File: src/rtl/pec_map.vh
// register map, page layout and counter parameters of the event counter log
// assumes a 32-bit classic wishbone slave and a 512-byte little-endian page
`ifndef PEC_MAP_VH
`define PEC_MAP_VH

// ==========================================================
// register offsets (byte addresses)
`define PEC_REG_CTRL 8'h00
`define PEC_REG_STATUS 8'h04
`define PEC_REG_DATA 8'h08
`define PEC_REG_CNT_BASE 8'h40
`define PEC_REG_CNT_LAST 8'h68

// ==========================================================
// control and status fields
`define PEC_CTRL_SNAP 0
`define PEC_CTRL_RDCLR 1
`define PEC_CTRL_CLR 2
`define PEC_STAT_PTR_MSB 6
`define PEC_STAT_READY 8
`define PEC_STAT_SAT 9

// ==========================================================
// counters
`define PEC_NUM_CNT 11
`define PEC_CNT_W 16
`define PEC_CNT_MAX 16'hFFFF
`define PEC_SIZE_CODE 3'h3
`define PEC_ID_END 16'h0000

// ==========================================================
// page layout in dwords
`define PEC_PTR_W 7
`define PEC_DW_FIRST_ENTRY 7'h01
`define PEC_DW_LAST_ENTRY 7'h16
`define PEC_DW_END_MARK 7'h17
`define PEC_DW_CKSUM 7'h7F

`endif

File: src/rtl/pec_sat_cnt.v
// one saturating event counter with clear
// assumes clear and event are single-cycle strobes on the core clock
`timescale 1ns/10ps
`include "pec_map.vh"

module pec_sat_cnt (
   input wire clk,
   input wire rst,
   input wire clr,
   input wire inc,
   output reg [`PEC_CNT_W-1:0] cnt_r,
   output wire full
);

   assign full = (cnt_r == `PEC_CNT_MAX);

   // ==========================================================
   // count, hold at maximum
   always @(posedge clk) begin
      if (rst) begin
         cnt_r <= {`PEC_CNT_W{1'b0}};
      end else if (clr) begin
         // event in the clearing cycle is kept
         cnt_r <= inc ? {{(`PEC_CNT_W-1){1'b0}}, 1'b1} : {`PEC_CNT_W{1'b0}};
      end else if (inc && !full) begin // see RULE18
         cnt_r <= cnt_r + {{(`PEC_CNT_W-1){1'b0}}, 1'b1};
      end
   end

endmodule // pec_sat_cnt

File: src/rtl/pec_event_log.v
// event counters and the 512-byte log page that reports them
// assumes event strobes from link logic on ref_clk; phy_rdy comes from the phy
//
// The implementer's own choices: the register offsets and the Wishbone register port.
`timescale 1ns/10ps
`include "pec_map.vh"

// Behaviour
// RULE1: each entry is identifier then value
// RULE2: unused slots carry identifier zero
// RULE3: unimplemented optional counters never appear
// RULE4: zero value means no events seen
// RULE5: entry order is free
// RULE6: id bits 14:12 give width
// RULE7: bit 15 marks vendor counters
// RULE8: id 000h ends the list
// RULE9: count commands failed with crc error
// RULE10: count data frames r_err either direction
// RULE11: split data r_err by direction
// RULE12: non-data r_err counts, retries included
// RULE13: count phy ready rising transitions
// RULE14: count reset signatures acknowledged r_ok
// RULE15: host frames r_err crc versus other
// RULE16: single 512-byte page, header dword first
// RULE17: saturated narrow counter one-extends upward
// RULE18: counters saturate, never wrap
// RULE19: last byte makes page sum zero
// RULE20: reserved bytes and bits read zero
// RULE21: host stops parsing at zero id
// RULE22: transmitted is device to host
// RULE23: bist activate clears all counters
// RULE24: read with clear returns then clears
// RULE25: counters survive comreset, not power
// RULE26: bytes after end marker are zero
module pec_event_log (
   input wire ref_clk,
   input wire sys_rst,
   input wire wb_cyc,
   input wire wb_stb,
   input wire wb_we,
   input wire [7:0] wb_adr,
   input wire [3:0] wb_sel,
   input wire [31:0] wb_dat_w,
   output reg [31:0] wb_dat_r,
   output reg wb_ack,
   input wire evt_cmd_icrc,
   input wire evt_tx_data_rerr,
   input wire evt_rx_data_rerr,
   input wire evt_tx_ndata_rerr,
   input wire evt_rx_ndata_rerr,
   input wire evt_sig_rok,
   input wire evt_rx_crc_rerr,
   input wire evt_rx_other_rerr,
   input wire bist_activate,
   input wire phy_rdy,
   output reg page_ready_r
);

   localparam N = `PEC_NUM_CNT;
   localparam W = `PEC_CNT_W;

   // identifiers, index 0 last (rightmost); only implemented counters listed
   localparam [N*12-1:0] ID_LIST = {
      12'h00D, 12'h00B, 12'h00A, 12'h009, 12'h007, 12'h006,
      12'h005, 12'h004, 12'h003, 12'h002, 12'h001
   }; // see RULE3 see RULE5

   // ==========================================================
   // phy ready synchroniser and rising edge
   reg rdy_meta_r;
   reg rdy_sync_r;
   reg rdy_prev_r;
   wire rdy_rise;

   always @(posedge ref_clk) begin
      if (sys_rst) begin
         rdy_meta_r <= 1'b0;
         rdy_sync_r <= 1'b0;
         rdy_prev_r <= 1'b0;
      end else begin
         rdy_meta_r <= phy_rdy;
         rdy_sync_r <= rdy_meta_r;
         rdy_prev_r <= rdy_sync_r;
      end
   end

   assign rdy_rise = rdy_sync_r && !rdy_prev_r; // see RULE13

   // ==========================================================
   // event routing, transmitted = device to host
   wire [N-1:0] evt;

   assign evt[0] = evt_cmd_icrc; // see RULE9
   assign evt[1] = evt_tx_data_rerr | evt_rx_data_rerr; // see RULE10
   assign evt[2] = evt_tx_data_rerr; // see RULE11 see RULE22
   assign evt[3] = evt_rx_data_rerr; // see RULE11 see RULE22
   assign evt[4] = evt_tx_ndata_rerr | evt_rx_ndata_rerr; // see RULE12
   assign evt[5] = evt_tx_ndata_rerr; // see RULE12
   assign evt[6] = evt_rx_ndata_rerr; // see RULE12
   assign evt[7] = rdy_rise;
   assign evt[8] = evt_sig_rok; // see RULE14
   assign evt[9] = evt_rx_crc_rerr; // see RULE15
   assign evt[10] = evt_rx_other_rerr; // see RULE15

   // ==========================================================
   // bus decode
   wire req;
   wire wr;
   wire rd;
   wire hit_ctrl;
   wire hit_stat;
   wire hit_data;
   wire hit_cnt;
   wire [3:0] cnt_sel;
   wire [7:0] cnt_off;

   assign req = wb_cyc && wb_stb && !wb_ack;
   assign wr = req && wb_we;
   assign rd = req && !wb_we;
   assign hit_ctrl = (wb_adr == `PEC_REG_CTRL);
   assign hit_stat = (wb_adr == `PEC_REG_STATUS);
   assign hit_data = (wb_adr == `PEC_REG_DATA);
   assign hit_cnt = (wb_adr >= `PEC_REG_CNT_BASE) && (wb_adr <= `PEC_REG_CNT_LAST) &&
      (wb_adr[1:0] == 2'b00);
   assign cnt_off = wb_adr - `PEC_REG_CNT_BASE;
   assign cnt_sel = cnt_off[5:2];

   wire ctrl_wr;
   wire snap_go;
   wire clr_now;

   assign ctrl_wr = wr && hit_ctrl && wb_sel[0];
   assign snap_go = ctrl_wr && wb_dat_w[`PEC_CTRL_SNAP];
   // clear after capture when read-with-clear asked, or direct clear, or bist
   assign clr_now = bist_activate || // see RULE23
      (snap_go && wb_dat_w[`PEC_CTRL_RDCLR]) || // see RULE24
      (ctrl_wr && wb_dat_w[`PEC_CTRL_CLR]);

   // ==========================================================
   // counters; only sys_rst (power-on) and the clears above reset them
   wire [N*W-1:0] live;
   wire [N-1:0] full;

   genvar gi;
   generate
      for (gi = 0; gi < N; gi = gi + 1) begin : g_cnt
         pec_sat_cnt u_cnt (
            .clk(ref_clk),
            .rst(sys_rst), // see RULE25
            .clr(clr_now),
            .inc(evt[gi]),
            .cnt_r(live[gi*W +: W]),
            .full(full[gi]) // see RULE18
         );
      end
   endgenerate

   // ==========================================================
   // snapshot taken before any clear of the same cycle
   reg [N*W-1:0] snap_r;
   reg [N-1:0] snap_full_r;

   always @(posedge ref_clk) begin
      if (sys_rst) begin
         snap_r <= {(N*W){1'b0}};
         snap_full_r <= {N{1'b0}};
      end else if (snap_go) begin // see RULE24
         snap_r <= live;
         snap_full_r <= full;
      end
   end

   // ==========================================================
   // page entries: id, then 48-bit value one-extended when saturated
   wire [N*32-1:0] dw_lo;
   wire [N*32-1:0] dw_hi;
   wire [7:0] acc [0:N];

   assign acc[0] = 8'h00; // header dword is all zero

   generate
      for (gi = 0; gi < N; gi = gi + 1) begin : g_ent
         wire [15:0] id;
         wire [15:0] val;
         wire [31:0] ext;
         assign id = {1'b0, `PEC_SIZE_CODE, ID_LIST[gi*12 +: 12]}; // see RULE6 see RULE7
         assign val = snap_r[gi*W +: W];
         assign ext = snap_full_r[gi] ? 32'hFFFFFFFF : 32'h00000000; // see RULE17
         assign dw_lo[gi*32 +: 32] = {val, id}; // see RULE1 see RULE4
         assign dw_hi[gi*32 +: 32] = ext;
         assign acc[gi+1] = acc[gi] + id[7:0] + id[15:8] + val[7:0] + val[15:8] +
            ext[7:0] + ext[15:8] + ext[23:16] + ext[31:24];
      end
   endgenerate

   wire [7:0] cksum;

   assign cksum = 8'h00 - acc[N]; // see RULE19

   // ==========================================================
   // page dword at the read pointer
   reg [`PEC_PTR_W-1:0] ptr_r;
   reg [31:0] page_dw;
   wire [`PEC_PTR_W-1:0] ent_dw;
   wire [3:0] ent_idx;

   assign ent_dw = ptr_r - `PEC_DW_FIRST_ENTRY;
   assign ent_idx = ent_dw[4:1];

   always @* begin
      page_dw = 32'h00000000; // see RULE20 see RULE26
      if (ptr_r >= `PEC_DW_FIRST_ENTRY && ptr_r <= `PEC_DW_LAST_ENTRY) begin // see RULE16
         if (ent_dw[0]) begin
            page_dw = dw_hi[ent_idx*32 +: 32];
         end else begin
            page_dw = dw_lo[ent_idx*32 +: 32];
         end
      end else if (ptr_r == `PEC_DW_END_MARK) begin
         page_dw = {16'h0000, `PEC_ID_END}; // see RULE8 see RULE2
      end else if (ptr_r == `PEC_DW_CKSUM) begin
         page_dw = {cksum, 24'h000000}; // see RULE19
      end
   end

   // ==========================================================
   // read pointer: reset by a snapshot, advanced by each data read
   always @(posedge ref_clk) begin
      if (sys_rst) begin
         ptr_r <= {`PEC_PTR_W{1'b0}};
         page_ready_r <= 1'b0;
      end else if (snap_go) begin
         ptr_r <= {`PEC_PTR_W{1'b0}};
         page_ready_r <= 1'b1;
      end else if (rd && hit_data) begin
         ptr_r <= ptr_r + {{(`PEC_PTR_W-1){1'b0}}, 1'b1};
         if (ptr_r == `PEC_DW_CKSUM) begin
            page_ready_r <= 1'b0;
         end
      end
   end

   // ==========================================================
   // read data and acknowledge, one wait state
   reg [31:0] rdata;

   always @* begin
      rdata = 32'h00000000;
      if (hit_stat) begin
         rdata[`PEC_STAT_PTR_MSB:0] = ptr_r;
         rdata[`PEC_STAT_READY] = page_ready_r;
         rdata[`PEC_STAT_SAT] = |full;
      end else if (hit_data) begin
         rdata = page_dw;
      end else if (hit_cnt) begin
         rdata = {16'h0000, live[cnt_sel*W +: W]};
      end
   end

   always @(posedge ref_clk) begin
      if (sys_rst) begin
         wb_ack <= 1'b0;
         wb_dat_r <= 32'h00000000;
      end else begin
         wb_ack <= req;
         if (rd) begin
            wb_dat_r <= rdata;
         end
      end
   end

endmodule // pec_event_log

File: config.mk
export PLATFORM = sky130hd
export DESIGN_NAME = pec_event_log
export DESIGN_NICKNAME = d
export VERILOG_FILES = /design/src/rtl/pec_sat_cnt.v /design/src/rtl/pec_event_log.v
export VERILOG_INCLUDE_DIRS = /design/src /design/src/rtl
export SDC_FILE = /design/constraint.sdc
export NUM_CORES = 1
export LEC_CHECK = 0
export BUFFER_PORTS_ARGS = -buffer_cell sky130_fd_sc_hd__buf_2
export CAP_MARGIN = 10
export CORE_ASPECT_RATIO = 0.75
export CORE_UTILIZATION = 30
export DETAILED_ROUTE_END_ITERATION = 10
export PLACE_DENSITY = 0.43
export SLEW_MARGIN = 20
export SYNTH_ARGS = -nofsm -noshare
export SYNTH_HDL_FRONTEND = slang
export SYNTH_SLANG_ARGS = --single-unit
File: constraint.sdc
create_clock -name ref_clk -period 12.6 [get_ports ref_clk]
set_input_delay 1.89 -clock ref_clk [delete_from_list [all_inputs] [get_ports ref_clk]]
set_output_delay 1.89 -clock ref_clk [all_outputs]
set_load 0.01 [all_outputs]
==> out/metrics.csv, run 1 <==
metric,value,unit
outcome,finished clean,
start_kind,register,
dieArea,97100,um^2
grt_max_degree,151,
dp_hpwl,84600,um
synthMuxAreaShare,0.0685,
synth_top_family_by_area,adder cells,
pre_cts_ws,3620,ps
yosys.area_share.xor_xnor,0.0866,
vias,23100,
switching_power,700,uW
worstHoldStart,rdy_meta_r,
r2r_end,wb_dat_r[31],
clock.fmax,112,MHz
htree_levels,2,
die-width,360,um
fin_crit_sh,0.709,
cts-resized-gates,0,
synth_top_flop_cell,dfxtp_1,
worstMarginPinSlew,1080,ps
dr.pass1.iters,6,
finalCriticalPeriod,8940,ps
drive_gt1_frac,0.0751,
synthTopCellsByArea,"dfxtp_1, fa_1, nand2_1",
power.leakage,0.0112,uW
io_pins,93,
synth_compound_area_frac,0.119,
gr-total-overflow,0,
stdcell_area,31800,um^2
yosys_warnings,0,
grt_util_all_layers,0.222,
setup_tns,0,ps
swShare,0.250,
cp_max_fo,17,
ys_async_sr_fraction,0,
layout.nets,3724,
drt-initial-drc-count,2283,
ys_seq_area_frac,0.283,
port_buffers,60,
critPathArrivalTime,9420,ps
wl_per_cell,23.7,um
cp_slowest_cell,fa_1,
rr_startpoint,snap_full_r[8],
first_global_vias,22200,
synth_cell_type_count,83,
cts_buffer_depth,3,
area_growth,10.4,%
crit_required,13090,ps
max-slew-margin-rel,0.281,
fp.dieH,270,um
synth_common_cells,"nand2_1, dfxtp_1, a21oi_1, inv_1, nor2_1",
syn_area,28800,um^2
viasPerCell,5.03,
avgSynthCellArea,8.60,um^2
syn_nets,3746,
placed_area,30200,um^2
synth-simple-area-share,0.163,
peakVddDrop,0.0985,mV
initial_core_util,0.305,
synth_top_cell_by_area,dfxtp_1,
setup_violations,0,
ff2ff_setup_slack,3660,ps
power_density,88.2,nW/um^2
cts_sinks,407,
synth_edf_count,0,
yosysMostFrequentCell,nand2_1,
synth_cells,3343,
clock_latency,640,ps
met2_length,41300,um
min_path_cells,1,
rsz0062_at_grt,no,
routed_wl,109000,um
min_path_type,reg2reg,
cp-end-kind,register,
wl_met1,55900,um
route.detailed.drc,0,
slew_violations,0,
synth_top_area_share,0.283,
cap_violations,0,
critical-path-max-stage-delay,630,ps
final_antenna_net_count,0,
synth-seq-cells,407,
antenna_found_initial,4,
pwr-share-seq,0.465,
rows,97,
gp_congestion,0.968,
cts_root_buf,clkbuf_16,
coreArea,94200,um^2
postCtsSetupRepairBufs,0,
crit_path_frequent_cell,fa_1,
finalWorstSetupSlack,3660,ps
combPwrFrac,0.032,
r2r_cells,26,
cts.hold.buffers_added,0,
topRoutingLayerUsed,met5,
clk_pin_slew,80,ps
fin_skew,40.4,ps
clkPwrFrac,0.503,
synthAdderAreaFrac,0.210,
internal_power,2100,uW
cts_tree,done,
path_class,reg2reg,
cts_inserted_buffers,46,
hold_viol_final,0,
whs_endpoint,rdy_sync_r,
grt_pass1_wl,158000,um
wl_met3,9320,um
-- layout make-up --
type / count / area, um^2
clock inverters: 12 / 149
flip-flops and latches: 407 / 8150
inverters: 323 / 1210
multi-input cells: 2438 / 18700
repair buffers: 105 / 666
clock buffers: 69 / 1390
well taps: 1237 / 1550
diodes: 3 / 7.51
fillers: 10000 / 62400
-- worst max-delay path, delay by kind of cell (launching register included) --
family / cells / cell delay [ps]
AO/OA/AOI/OAI: 3 / 620
adder cells (fa/ha/maj): 12 / 5880
buffers and inverters: 8 / 1030
XOR/XNOR: 3 / 930
flip-flops: 1 / 300
-- power groups by stage --
stage | combinational, uW | clock (uW) | sequential, uW
after floorplan | 56.4 | 0 | 1320
after global placement | 90.6 | 0 | 1330
after detailed placement | 90.3 | 0 | 1330
after CTS | 90.5 | 1450 | 1300
after global routing | 97.5 | 1500 | 1300
final | 90.0 | 1410 | 1300
-- how the worst max path moves through the flow --
stage / startpoint / end / slack [ps]
finish: snap_full_r[8] / wb_dat_r[31] / 3660
global route: snap_full_r[8] / wb_dat_r[31] / 3310
global placement: snap_full_r[8] / wb_dat_r[31] / 3690
floorplan: snap_full_r[6] / wb_dat_r[31] / 4190
CTS: snap_full_r[8] / wb_dat_r[31] / 3620
detailed placement: snap_full_r[8] / wb_dat_r[31] / 3620
-- placed cells by master, fill, tap and decap left out, drive strengths merged, types with 118 or more instances in the layout --
master / Yosys / layout
dfxtp: 407 / 407
a21oi: 351 / 351
nor2: 262 / 262
mux2i: 118 / 118
nand2: 528 / 528
fa: 231 / 231
xor2: 145 / 145
o21ai: 124 / 124
inv: 321 / 323
xnor2: 130 / 130
-- cell families (layout without fill, tap and decap cells) --
kind of cell | count (synthesis) | count (layout)
other | 0 | 3
xor gates and xnor gates | 278 | 278
and+or+nand+nor | 1062 | 1062
buffers and inverters | 498 | 509
muxes | 155 | 155
AOI/OAI and AO/OA | 598 | 598
adders and majority gates | 345 | 345
DFF | 407 | 407
-- flip-flops by register name, summed over array words and instances, names as in the netlist, 7 cells and up --
signal	count
snap_r	176
wb_dat_r	32
g_cnt.u_cnt.cnt_r	176
snap_full_r	11
ptr_r	7
-- per-layer routing --
metal  vias up  track usage
met1     11300        0.347
li1      11000            -
met3        99       0.0582
met5         -            0
met4         4       0.0515
met2       654        0.296
-- stage by stage --
| step | cells | total power [uW] | hold WS, ps | utilization |
|---|---|---|---|---|
| 2_1_floorplan | 3343 | 1380 | 414 | - |
| 3_5_place_dp | 4510 | 1420 | 424 | 0.321 |
| 6_report | 4594 | 2800 | 434 | 0.337 |
| 5_1_grt | 4591 | 2900 | 450 | 0.337 |
| 4_1_cts | 4591 | 2840 | 438 | 0.337 |
| 3_3_place_gp | 4510 | 1420 | 427 | 0.321 |
Power figures use the tool's default switching activity.
==> inputs of run 2 (changes only) <==
- clock period: 12.6 -> 9.3 ns (I/O delays scaled with it)
==> run 2 against run 1 <==
Against the previous run:
- sequential share of layout area down 0.20 points
- clock skew down 10 ps
- flip-flop and latch count unchanged
- largest power group unchanged
==> out/metrics.csv, run 2 (same netlist as run 1, synthesis figures left out) <==
metric,value,unit,change
setup_violations,0,,unchanged
mostFrequentLayoutCells,"nand2_1, dfxtp_1, a21oi_1",,
start_kind,register,,
drive_gt1_frac,0.0823,,+0.00719
post-route-util,0.340,,+0.00264
setup_tns,0,ps,unchanged
rows,97,,unchanged
cts.hold.buffers_added,0,,unchanged
antenna_found_initial,0,,-4
cts_inserted_buffers,48,,+4.3%
routed_wl,110000,um,+0.79%
slew_violations,0,,unchanged
vias,23200,,+0.46%
io_pins,93,,unchanged
peakVddDrop,0.116,mV,+17%
die-width,360,um,unchanged
wl_per_cell,23.8,um,+0.33%
cp-end-kind,register,,
clock.fmax,119,MHz,+5.9%
finalCriticalPeriod,8440,ps,-499 ps
power_density,122,nW/um^2,+38%
crit_path_start,snap_r[107],,
largest_registers,"g_cnt.u_cnt.cnt_r x176, snap_r x176, wb_dat_r x32",,
drt-initial-drc-count,2564,,+12%
fin_crit_sh,0.907,,+0.198
cp_max_fo,3,,-14
dieArea,97100,um^2,unchanged
route.detailed.drc,0,,unchanged
cts-resized-gates,0,,unchanged
cts_buffer_depth,3,,unchanged
rsz0062_at_grt,no,,
worstMarginPinSlew,1120,ps,+41.3 ps
path_class,reg2reg,,
coreArea,94200,um^2,unchanged
dr.pass1.iters,6,,unchanged
htree_levels,2,,unchanged
grt_util_all_layers,0.225,,+0.00218
final_common_cell,nand2_1,,
placed_area,30400,um^2,+0.43%
initial_core_util,0.305,,unchanged
clk_pin_slew,70,ps,about the same
cts_tree,done,,
area_growth,11.3,%,
outcome,finished clean,,
crit_required,9770,ps,-3320 ps
first_global_vias,22000,,-0.86%
gr-total-overflow,0,,unchanged
critPathArrivalTime,8900,ps,-520 ps
cap_violations,0,,unchanged
clock_latency,630,ps,about the same
power.leakage,0.0114,uW,+1.3%
cts_sinks,407,,unchanged
viasPerCell,5.03,,about the same
max-slew-margin-rel,0.247,,-0.0338
port_buffers,60,,unchanged
stdcell_area,32000,um^2,+0.78%
dp.cells,4525,,+0.33%
fp.dieH,270,um,unchanged
fillers,9987,,-0.48%
hold_viol_final,0,,unchanged
grt_pass1_wl,159000,um,+0.91%
fin_skew,30.4,ps,-10.1 ps
dp_hpwl,85700,um,+1.4%
cts_root_buf,clkbuf_16,,
rr_startpoint,snap_r[107],,
layout.nets,3741,,+0.46%
postCtsSetupRepairBufs,0,,unchanged
worstHoldStart,rdy_meta_r,,
gp_congestion,0.973,,+0.54%
grt_max_degree,191,,+26%
final_antenna_net_count,0,,unchanged
final_cells,4615,,+0.46%
min_path_type,reg2reg,,
[run 2: changes by cell type in the layout (fill, tap and decap cells not counted), sizes merged, moves of 2 or more]
cell	change
buf	+15
clkinv	+7
clkbuf	-6
bufinv	+4
diode	-2
inv	+2
[run 2: routing by layer]
layer	part of all wire	wire length, um	global-route usage	vias up
met5	0	0	0	-
met4	0.019	2140	0.0468	0
met3	0.083	9060	0.0498	110
met2	0.38	42000	0.297	771
met1	0.52	56600	0.359	11300
li1	-	-	-	11000
[run 2: final timing paths]
kind / slack [ps] / cells past startpoint / end
setup / recovery: 860 / 25 / wb_dat_r[31]
setup reg to reg: 860 / 25 / wb_dat_r[31]
hold reg to reg: 440 / 1 / rdy_sync_r
hold / removal: 440 / 1 / rdy_sync_r
[run 2: cell type report]
type | count | area (um^2) | area share
multi-input cells | 2438 | 18700 | 0.583
flip-flops and latches | 407 | 8150 | 0.255
well taps | 1237 | 1550 | 0.0483
clock buffers | 63 | 1340 | 0.0418
inverters | 323 | 1210 | 0.0379
repair buffers | 120 | 787 | 0.0246
clock inverters | 26 | 329 | 0.0103
diodes | 1 | 2.50 | 0.0000782
[run 2: critical path: stages (launching register included)]
cell and delay [ps]:
dfxtp_1 400, inv_1 100, fa_1 630, inv_1 90, fa_1 490, inv_1 60, fa_1 480, fa_1 520
inv_1 60, fa_1 510, fa_1 520, inv_1 50, fa_1 490, fa_1 550, inv_1 50, fa_1 500
fa_1 540, inv_1 40, ha_1 220, fa_1 430, a21o_1 200, a21oi_1 300, xnor2_1 170, xnor3_1 420
xnor3_1 370, o22ai_1 80
[run 2: power by group]
group	switching [uW]	total (uW)	internal, uW
Combinational	86.4	119	32.3
Clock	862	2030	1170
Sequential	14.8	1760	1750
Total	963	3910	2950
[run 2: metrics by stage]
step                worst slack, ps  total power [uW]  hold slack [ps]
floorplan                       889              1870              414
global placement               1000              1920              441
detailed placement              895              1920              441
CTS                             869              3960              450
global route                    542              4040              465
finish                          863              3910              444
